==> src/hdl/cwc_consts.vh <==
`ifndef CWC_CONSTS_VH
`define CWC_CONSTS_VH

// ==========================================================
// Register map (byte addresses on the register bus)
`define CWC_ADDR_W 4
`define CWC_OFS_LIMITS 4'h0
`define CWC_OFS_IRQ_STAT 4'h4
`define CWC_OFS_IRQ_MASK 4'h8
`define CWC_OFS_MEAS 4'hC

// ==========================================================
// Limits register fields
`define CWC_ZERO_LATE_LSB 20
`define CWC_ZERO_EARLY_LSB 16
`define CWC_ONE_LATE_LSB 12
`define CWC_ONE_EARLY_LSB 8
`define CWC_ENABLE_BIT 0
`define CWC_LIMITS_MASK 32'h0077_7701
`define CWC_LIMITS_RST 32'h0000_0000

// ==========================================================
// Interrupt status and mask bits
`define CWC_IRQ_W 2
`define CWC_IRQ_WAVE_ERR 0
`define CWC_IRQ_BIT_DONE 1
`define CWC_IRQ_RST 2'h0

// ==========================================================
// Base rise times, in sampling clock periods, and the counter width
`define CWC_ZERO_LATE_BASE 8'h38
`define CWC_ZERO_EARLY_BASE 8'h2B
`define CWC_ONE_LATE_BASE 8'h1A
`define CWC_ONE_EARLY_BASE 8'h0D
`define CWC_SAMPLE_POINT 8'h22
`define CWC_START_MIN 8'h64
`define CWC_CNT_W 8

// ==========================================================
// Bus answers
`define CWC_RESP_OKAY 2'h0
`define CWC_RESP_SLVERR 2'h2

`endif

==> src/hdl/cwc_top.v <==
`include "cwc_consts.vh"

module cwc_top #(
   parameter CNT_W = `CWC_CNT_W,
   parameter [CNT_W-1:0] SAMPLE_POINT = `CWC_SAMPLE_POINT,
   parameter [CNT_W-1:0] START_MIN = `CWC_START_MIN
) (
   input wire aclk,
   input wire aresetn,
   input wire [`CWC_ADDR_W-1:0] s_axi_awaddr,
   input wire [2:0] s_axi_awprot,
   input wire s_axi_awvalid,
   output wire s_axi_awready,
   input wire [31:0] s_axi_wdata,
   input wire [3:0] s_axi_wstrb,
   input wire s_axi_wvalid,
   output wire s_axi_wready,
   output reg [1:0] s_axi_bresp,
   output reg s_axi_bvalid,
   input wire s_axi_bready,
   input wire [`CWC_ADDR_W-1:0] s_axi_araddr,
   input wire [2:0] s_axi_arprot,
   input wire s_axi_arvalid,
   output wire s_axi_arready,
   output reg [31:0] s_axi_rdata,
   output reg [1:0] s_axi_rresp,
   output reg s_axi_rvalid,
   input wire s_axi_rready,
   input wire cec_line_in,
   input wire fs_clk_in,
   input wire reception_enable,
   output reg wave_error,
   output reg rx_bit_valid,
   output reg rx_bit_value,
   output wire irq
);

   // ==========================================================
   // Helpers

   // Latest limit: base plus code
   function [CNT_W-1:0] late_lim;
      input [CNT_W-1:0] base;
      input [2:0] code;
      begin
         late_lim = base + {{(CNT_W-3){1'b0}}, code};
      end
   endfunction

   // Earliest limit: base minus code
   function [CNT_W-1:0] early_lim;
      input [CNT_W-1:0] base;
      input [2:0] code;
      begin
         early_lim = base - {{(CNT_W-3){1'b0}}, code};
      end
   endfunction

   // Merge write data under byte strobes
   function [31:0] strobe_merge;
      input [31:0] old_val;
      input [31:0] new_val;
      input [3:0] strb;
      integer i;
      begin
         strobe_merge = old_val;
         for (i = 0; i < 4; i = i + 1) begin
            if (strb[i]) begin
               strobe_merge[i*8 +: 8] = new_val[i*8 +: 8];
            end
         end
      end
   endfunction

   // ==========================================================
   // Pin synchronisers and rise timer
   wire [1:0] pins_s;
   wire rise_pulse;
   wire [CNT_W-1:0] rise_count;

   cwc_sync #(
      .WIDTH(2)
   ) u_sync (
      .aclk(aclk),
      .aresetn(aresetn),
      .async_in({fs_clk_in, cec_line_in}),
      .sync_out(pins_s)
   );

   cwc_rise_timer #(
      .CNT_W(CNT_W)
   ) u_timer (
      .aclk(aclk),
      .aresetn(aresetn),
      .line_s(pins_s[0]),
      .fs_s(pins_s[1]),
      .rise_pulse(rise_pulse),
      .rise_count(rise_count)
   );

   // ==========================================================
   // Registers
   reg [31:0] limits;
   reg [`CWC_IRQ_W-1:0] irq_stat;
   reg [`CWC_IRQ_W-1:0] irq_mask;
   reg [CNT_W-1:0] last_count;
   reg last_value;
   reg [7:0] err_count;

   wire check_en;
   wire [2:0] zero_rise_latest;
   wire [2:0] zero_rise_earliest;
   wire [2:0] one_rise_latest;
   wire [2:0] one_rise_earliest;
   wire waveform_check_enable;

   assign zero_rise_latest = limits[`CWC_ZERO_LATE_LSB +: 3];
   assign zero_rise_earliest = limits[`CWC_ZERO_EARLY_LSB +: 3];
   assign one_rise_latest = limits[`CWC_ONE_LATE_LSB +: 3];
   assign one_rise_earliest = limits[`CWC_ONE_EARLY_LSB +: 3];
   assign waveform_check_enable = limits[`CWC_ENABLE_BIT];

   // ==========================================================
   // Waveform check
   wire [CNT_W-1:0] zero_late;
   wire [CNT_W-1:0] zero_early;
   wire [CNT_W-1:0] one_late;
   wire [CNT_W-1:0] one_early;
   wire is_start;
   wire bit_val;
   wire zero_bad;
   wire one_bad;
   wire data_bit;
   wire bad_bit;

   assign zero_late = late_lim(`CWC_ZERO_LATE_BASE, zero_rise_latest);
   assign zero_early = early_lim(`CWC_ZERO_EARLY_BASE, zero_rise_earliest);
   assign one_late = late_lim(`CWC_ONE_LATE_BASE, one_rise_latest);
   assign one_early = early_lim(`CWC_ONE_EARLY_BASE, one_rise_earliest);

   // Long lows are start bits and belong to another checker
   assign is_start = (rise_count >= START_MIN);
   // Value as sampled at the nominal data sample point
   assign bit_val = (rise_count <= SAMPLE_POINT);
   assign zero_bad = (rise_count < zero_early) || (rise_count > zero_late);
   assign one_bad = (rise_count < one_early) || (rise_count > one_late);
   assign data_bit = rise_pulse && !is_start && reception_enable;
   assign check_en = waveform_check_enable;
   // compare against limits of this value
   assign bad_bit = data_bit && check_en && (bit_val ? one_bad : zero_bad);

   // Bit report and error pulse outputs
   always @(posedge aclk) begin
      if (!aresetn) begin
         wave_error <= 1'b0;
         rx_bit_valid <= 1'b0;
         rx_bit_value <= 1'b0;
      end else begin
         wave_error <= bad_bit;
         rx_bit_valid <= data_bit;
         if (data_bit) begin
            rx_bit_value <= bit_val;
         end
      end
   end

   // Last measurement and saturating error tally
   always @(posedge aclk) begin
      if (!aresetn) begin
         last_count <= {CNT_W{1'b0}};
         last_value <= 1'b0;
         err_count <= 8'h00;
      end else begin
         if (data_bit) begin
            last_count <= rise_count;
            last_value <= bit_val;
         end
         if (bad_bit && !(&err_count)) begin
            err_count <= err_count + 8'h01;
         end
      end
   end

   // ==========================================================
   // AXI4-Lite write path
   reg aw_held;
   reg w_held;
   reg [`CWC_ADDR_W-1:0] aw_addr;
   reg [31:0] w_data;
   reg [3:0] w_strb;
   wire wr_go;
   wire [31:0] lim_new;
   wire [31:0] clr_bits;

   // Each channel is taken once and held until the response
   assign s_axi_awready = !aw_held && !s_axi_bvalid;
   assign s_axi_wready = !w_held && !s_axi_bvalid;
   assign wr_go = aw_held && w_held && !s_axi_bvalid;
   assign lim_new = strobe_merge(limits, w_data, w_strb);
   assign clr_bits = strobe_merge(32'h0000_0000, w_data, w_strb);

   always @(posedge aclk) begin
      if (!aresetn) begin
         aw_held <= 1'b0;
         w_held <= 1'b0;
         aw_addr <= {`CWC_ADDR_W{1'b0}};
         w_data <= 32'h0000_0000;
         w_strb <= 4'h0;
         s_axi_bvalid <= 1'b0;
         s_axi_bresp <= `CWC_RESP_OKAY;
      end else begin
         if (s_axi_awvalid && s_axi_awready) begin
            aw_held <= 1'b1;
            aw_addr <= s_axi_awaddr;
         end
         if (s_axi_wvalid && s_axi_wready) begin
            w_held <= 1'b1;
            w_data <= s_axi_wdata;
            w_strb <= s_axi_wstrb;
         end
         if (wr_go) begin
            aw_held <= 1'b0;
            w_held <= 1'b0;
            s_axi_bvalid <= 1'b1;
            case (aw_addr)
               `CWC_OFS_LIMITS,
               `CWC_OFS_IRQ_STAT,
               `CWC_OFS_IRQ_MASK,
               `CWC_OFS_MEAS: s_axi_bresp <= `CWC_RESP_OKAY;
               default: s_axi_bresp <= `CWC_RESP_SLVERR;
            endcase
         end else if (s_axi_bvalid && s_axi_bready) begin
            s_axi_bvalid <= 1'b0;
         end
      end
   end

   // Limits and mask registers; reserved bits stay zero
   always @(posedge aclk) begin
      if (!aresetn) begin
         limits <= `CWC_LIMITS_RST;
         irq_mask <= `CWC_IRQ_RST;
      end else if (wr_go) begin
         if (aw_addr == `CWC_OFS_LIMITS) begin
            limits <= lim_new & `CWC_LIMITS_MASK;
         end
         if (aw_addr == `CWC_OFS_IRQ_MASK && w_strb[0]) begin
            irq_mask <= w_data[`CWC_IRQ_W-1:0];
         end
      end
   end

   // ==========================================================
   // Interrupt status: a new event wins over a same-cycle clear
   reg [`CWC_IRQ_W-1:0] next_irq_stat;
   reg [`CWC_IRQ_W-1:0] irq_set;

   always @* begin
      irq_set = {`CWC_IRQ_W{1'b0}};
      irq_set[`CWC_IRQ_WAVE_ERR] = bad_bit;
      irq_set[`CWC_IRQ_BIT_DONE] = data_bit;
      next_irq_stat = irq_stat;
      if (wr_go && aw_addr == `CWC_OFS_IRQ_STAT) begin
         next_irq_stat = irq_stat & ~clr_bits[`CWC_IRQ_W-1:0];
      end
      next_irq_stat = next_irq_stat | irq_set;
   end

   always @(posedge aclk) begin
      if (!aresetn) begin
         irq_stat <= `CWC_IRQ_RST;
      end else begin
         irq_stat <= next_irq_stat;
      end
   end

   assign irq = |(irq_stat & irq_mask);

   // ==========================================================
   // AXI4-Lite read path
   reg [31:0] rd_val;
   reg rd_ok;

   // Single-cycle answer; no new address while data waits
   assign s_axi_arready = !s_axi_rvalid;

   always @* begin
      rd_val = 32'h0000_0000;
      rd_ok = 1'b1;
      case (s_axi_araddr)
         `CWC_OFS_LIMITS: rd_val = limits;
         `CWC_OFS_IRQ_STAT: rd_val[`CWC_IRQ_W-1:0] = irq_stat;
         `CWC_OFS_IRQ_MASK: rd_val[`CWC_IRQ_W-1:0] = irq_mask;
         `CWC_OFS_MEAS: rd_val = {15'h0000, last_value, err_count,
                                  last_count};
         default: rd_ok = 1'b0;
      endcase
   end

   always @(posedge aclk) begin
      if (!aresetn) begin
         s_axi_rvalid <= 1'b0;
         s_axi_rdata <= 32'h0000_0000;
         s_axi_rresp <= `CWC_RESP_OKAY;
      end else if (s_axi_arvalid && s_axi_arready) begin
         s_axi_rvalid <= 1'b1;
         s_axi_rdata <= rd_val;
         s_axi_rresp <= rd_ok ? `CWC_RESP_OKAY : `CWC_RESP_SLVERR;
      end else if (s_axi_rvalid && s_axi_rready) begin
         s_axi_rvalid <= 1'b0;
      end
   end

endmodule

==> src/hdl/cwc_sync.v <==
// ==========================================================
// Two-stage synchroniser for pin inputs
module cwc_sync #(
   parameter WIDTH = 1
) (
   input wire aclk,
   input wire aresetn,
   input wire [WIDTH-1:0] async_in,
   output reg [WIDTH-1:0] sync_out
);

   reg [WIDTH-1:0] stage1;

   // First stage feeds only the second one
   always @(posedge aclk) begin
      if (!aresetn) begin
         stage1 <= {WIDTH{1'b1}};
         sync_out <= {WIDTH{1'b1}};
      end else begin
         stage1 <= async_in;
         sync_out <= stage1;
      end
   end

endmodule

==> src/hdl/cwc_rise_timer.v <==
`include "cwc_consts.vh"

// ==========================================================
// Measures the low time of each bit in sampling clock periods
module cwc_rise_timer #(
   parameter CNT_W = `CWC_CNT_W
) (
   input wire aclk,
   input wire aresetn,
   input wire line_s,
   input wire fs_s,
   output reg rise_pulse,
   output reg [CNT_W-1:0] rise_count
);

   reg line_d;
   reg fs_d;
   reg armed;
   reg [CNT_W-1:0] cnt;
   wire fall_edge;
   wire rise_edge;
   wire fs_tick;

   assign fall_edge = line_d & ~line_s;
   assign rise_edge = ~line_d & line_s;
   assign fs_tick = fs_s & ~fs_d;

   // Edge history; line idles high
   always @(posedge aclk) begin
      if (!aresetn) begin
         line_d <= 1'b1;
         fs_d <= 1'b1;
      end else begin
         line_d <= line_s;
         fs_d <= fs_s;
      end
   end

   always @(posedge aclk) begin
      if (!aresetn) begin
         armed <= 1'b0;
         cnt <= {CNT_W{1'b0}};
         rise_pulse <= 1'b0;
         rise_count <= {CNT_W{1'b0}};
      end else begin
         rise_pulse <= 1'b0;
         if (fall_edge) begin
            armed <= 1'b1;
            cnt <= {CNT_W{1'b0}};
         end else if (rise_edge && armed) begin
            armed <= 1'b0;
            rise_pulse <= 1'b1;
            rise_count <= cnt;
         end else if (fs_tick && armed && !(&cnt)) begin
            // Saturates so a stuck-low line never wraps
            cnt <= cnt + {{(CNT_W-1){1'b0}}, 1'b1};
         end
      end
   end

endmodule

==> config.mk <==
export PLATFORM = sky130hd
export DESIGN_NAME = cwc_top
export DESIGN_NICKNAME = d
export VERILOG_FILES = /design/src/hdl/cwc_top.v /design/src/hdl/cwc_sync.v /design/src/hdl/cwc_rise_timer.v
export VERILOG_INCLUDE_DIRS = /design/src /design/src/hdl
export SDC_FILE = /design/constraint.sdc
export NUM_CORES = 1
export LEC_CHECK = 0
export ABC_AREA = 0
export BUFFER_PORTS_ARGS = -buffer_cell sky130_fd_sc_hd__buf_2
export CAP_MARGIN = 10
export CORE_MARGIN = 2
export CORE_UTILIZATION = 49
export CTS_BUF_LIST = sky130_fd_sc_hd__clkbuf_16
export CTS_CLUSTER_SIZE = 25
export DETAILED_ROUTE_END_ITERATION = 12
export PLACE_DENSITY_LB_ADDON = 0.15
export SYNTH_ARGS = -nofsm -noshare
export SYNTH_HDL_FRONTEND = slang
export SYNTH_HIERARCHICAL = 1
export SYNTH_SLANG_ARGS = --single-unit
==> constraint.sdc <==
create_clock -name aclk -period 2.1 [get_ports aclk]
set_input_delay 0.105 -clock aclk [delete_from_list [all_inputs] [get_ports aclk]]
set_output_delay 0.105 -clock aclk [all_outputs]
set_load 0.05 [all_outputs]
==> flow_summary.toml <==
[outcome]
status = "finished, violations left"
violations = "setup timing"

[setup_path]
crit_arrival_ns = 2.45
worst_r2r_endpoint = "irq_stat[0]"
critPathTopFamily = "simple AND/OR/NAND/NOR gates"
slowest_delay_ns = 0.38
r2r_setup_slack_ns = -0.11
cp_max_fo = 8
critPathKind = "register to register"
path_buf_inv = 3
cp_slowest_cell = "dfxtp_4"
crit_path_start_kind = "register"
crit_top_cell = "or3_4"
reg2reg_from = "limits[13]"
rr_worst_depth = 11
worst-path-stages = 11
crit_chain = "ha_4 -> inv_2 -> ha_2 -> or3_4 -> a31oi_4 -> nand3_2 -> a211oi_4 -> buf_12 -> or3_4 -> buf_4 -> a21oi_1"
cp-end-kind = "register"
cp_data_required_time_ns = 2.34

[global_route]
first_global_vias = 3840
grt_overflow = 0
grt_start_max_net_pins = 51
grt_pass1_wl_mm = 18.5
grt_usage_pct = 22.1
antenna_found_initial = 0

[logic_synthesis]
netlist_area_sq_um = 4820
synthArstFlopShare_pct = 0
synth.avg_cell_area_sq_um = 8.68
ys_types = 55
synth_top_family_by_area = "simple AND/OR/NAND/NOR gates"
ys_seq_area_share_pct = 45.3
yosys.area.top_type_share_pct = 45.3
synth_top_area_cell = "dfxtp_1"
yosysWarnings = 6
synth_compound_area_share_pct = 13.4
synth_area_leaders = "dfxtp_1, nand2_1, a21oi_1"
synthAdderAreaFrac_pct = 4.67
synth_cells = 555
synth-edff-count = 0
synth-simple-area-share_pct = 25.6
synth-seq-cells = 109
synth-xor-area-share_pct = 0.364
synth_ff_type = "dfxtp_1"
synthMuxAreaShare_pct = 5.48

[sta]
fmax_mhz = 452
period_share_pct = 105
setup_viol = 8
slew_viol_final = 0
rsz0062_at_grt = "true"
finClkSkew_ns = 0.00684
max_slew_margin_pct = 62.2
tightestPinTransition_ns = 0.565
hold_viol = 0
worst_slack_ns = -0.110
fin_crit_ns = 2.21

[flow_run]
drv_cap = 0

[die]
die_height_um = 103
start_util_pct = 50.0
ioPinCount = 105
die_w_um = 103
die-area_sq_um = 10600
core_area_sq_um = 9640
fp-row-count = 36

[cts]
clk_pin_slew_ns = 0.07
clock_path_buffers = 2
insertion_delay_ns = 0.35
cts_buffers = 9
cts_num_sinks = 109
cts_tree = "yes"
clock-root-buffer = "clkbuf_16"
htree_levels = 3

[finish]
multi_input_area_sq_um = 2590
utilization_pct = 64.5
nFillCells = 847
drive_gt1_share_pct = 25.0
seqCellArea_sq_um = 2190
nets = 748
diodes = 0
syn_to_final_growth_pct = 29.0

[route]
drtIter0Drc = 164
wl_per_cell_um = 14.0
drc = 0
viasPerCell = 5.32
wirelength_mm = 11.3
vias = 4295
ant_nets = 0
first_pass_iters = 6

[place]
dp_hpwl_mm = 7.97
port_buffers = 67
gp_congestion = 0.897
dpl_worst_slack_ns = -0.156

[worst_hold_path]
worstHoldPathType = "primary input to register"
whs_endpoint = "w_data[18]"
min_path_cells = 3
hold_start = "s_axi_wdata[18]"

[power]
ir_worst_vdd_v = 0.000384
powerDensity_nw_per_um2 = 691
leakage_nw = 2.52
==> worst min-delay path, delay by kind of cell <==
family                 cells  cell delay (ns)
AO/OA/AOI/OAI              1             0.05
buffers and inverters      1             0.10
AND/OR/NAND/NOR            1             0.05
==> cells in the final DEF (no fill, tap or decap), types with 13 or more instances in the layout <==
master	n
dlygate4sd3_1	21
buf_2	67
inv_1	13
a21oi_1	58
mux2i_1	22
buf_4	38
ha_1	13
nor2_1	43
nand2_1	83
dfxtp_1	103
nand2b_1	14
nor3_1	16
nand3_1	31
==> power by group <==
group / total [W] / switching (W) / leakage (nW) / internal, W
clock network: 0.00174 / 0.000796 / 0.148 / 0.000943
logic: 0.000405 / 0.000274 / 1.48 / 0.000132
registers: 0.00215 / 0.0000358 / 0.889 / 0.00211
==> cell usage after synthesis, drive strengths merged (3+ instances only) <==
library cell and number:
dfxtp 109, a211oi 6, nand4b 3, nor3b 3, nor3 16, buf 14, nand2 83, nor2b 5
inv 16, mux2i 23, clkbuf 22, nand3b 4, nand2b 15, nor4b 3, o221a 4, a21oi 59
ha 18, nand4 8, and2 5, a221oi 7, nor4 8, nor2 45, o21ai 11, nand3 33
or3 6, and3 3
==> registers in the layout (all words and copies together), names as in the netlist, 3 cells and up <==
register	count
aw_addr	4
err_count	8
last_count	8
limits	13
s_axi_rdata	22
u_timer/cnt	8
u_timer/rise_count	8
w_data	14
w_strb	3
==> worst max path at each step <==
stage	start	endpoint
after floorplan	limits[14]	err_count[6]
after global placement	limits[14]	err_count[6]
after detailed placement	limits[10]	err_count[0]
after CTS	limits[13]	err_count[6]
after global routing	limits[13]	irq_stat[0]
final	limits[13]	irq_stat[0]
==> what timing repair did <==
item,4_1_cts,5_1_grt
resized for setup,9,19
hold buffers,21,0
endpoints found under the setup margin,10,10
buffers inserted,5,6
pin swaps,9,6
endpoints found under the hold margin,21,0
==> cell families (layout without fill, tap and decap cells) <==
logic type | after synthesis | after routing
AOI/OAI and AO/OA | 101 | 101
xor gates and xnor gates | 2 | 2
adders and majority gates | 18 | 18
buffers and inverters | 53 | 162
DFF | 109 | 109
muxes | 25 | 25
other | 1 | 12
and+or+nand+nor | 246 | 246
==> routing by layer <==
metal	up-vias	GRT usage [%]	wire length (um)
met2	107	35.7	5440
li1	2165	-	-
met5	-	0	0
met4	0	8.40	195
met3	14	2.64	420
met1	2009	30.3	5260
==> cell type report <==
cell class / count / share of cell area, %
Multi-Input combinational cell: 404 / 41.7
Sequential cell: 109 / 35.3
Timing Repair Buffer: 129 / 14.3
Clock buffer: 9 / 3.62
Tap cell: 133 / 2.68
Clock inverter: 7 / 1.31
Inverter: 17 / 1.03
==> stage by stage <==
stage          instances  power [W]  setup TNS [ns]  instance area [sq um]  hold WS, ns
2_1_floorplan        566    0.00248         -0.0332                   4890        0.178
3_3_place_gp         767    0.00257          -0.490                   5510        0.287
3_5_place_dp         767    0.00258           -1.05                   5510        0.289
4_1_cts              807    0.00434           -1.02                   6110      0.00527
5_1_grt              808    0.00447           -1.43                   6220       0.0234
6_report             808    0.00429          -0.656                   6220      0.00841
Note: power is estimated with default switching activity, not from simulation.
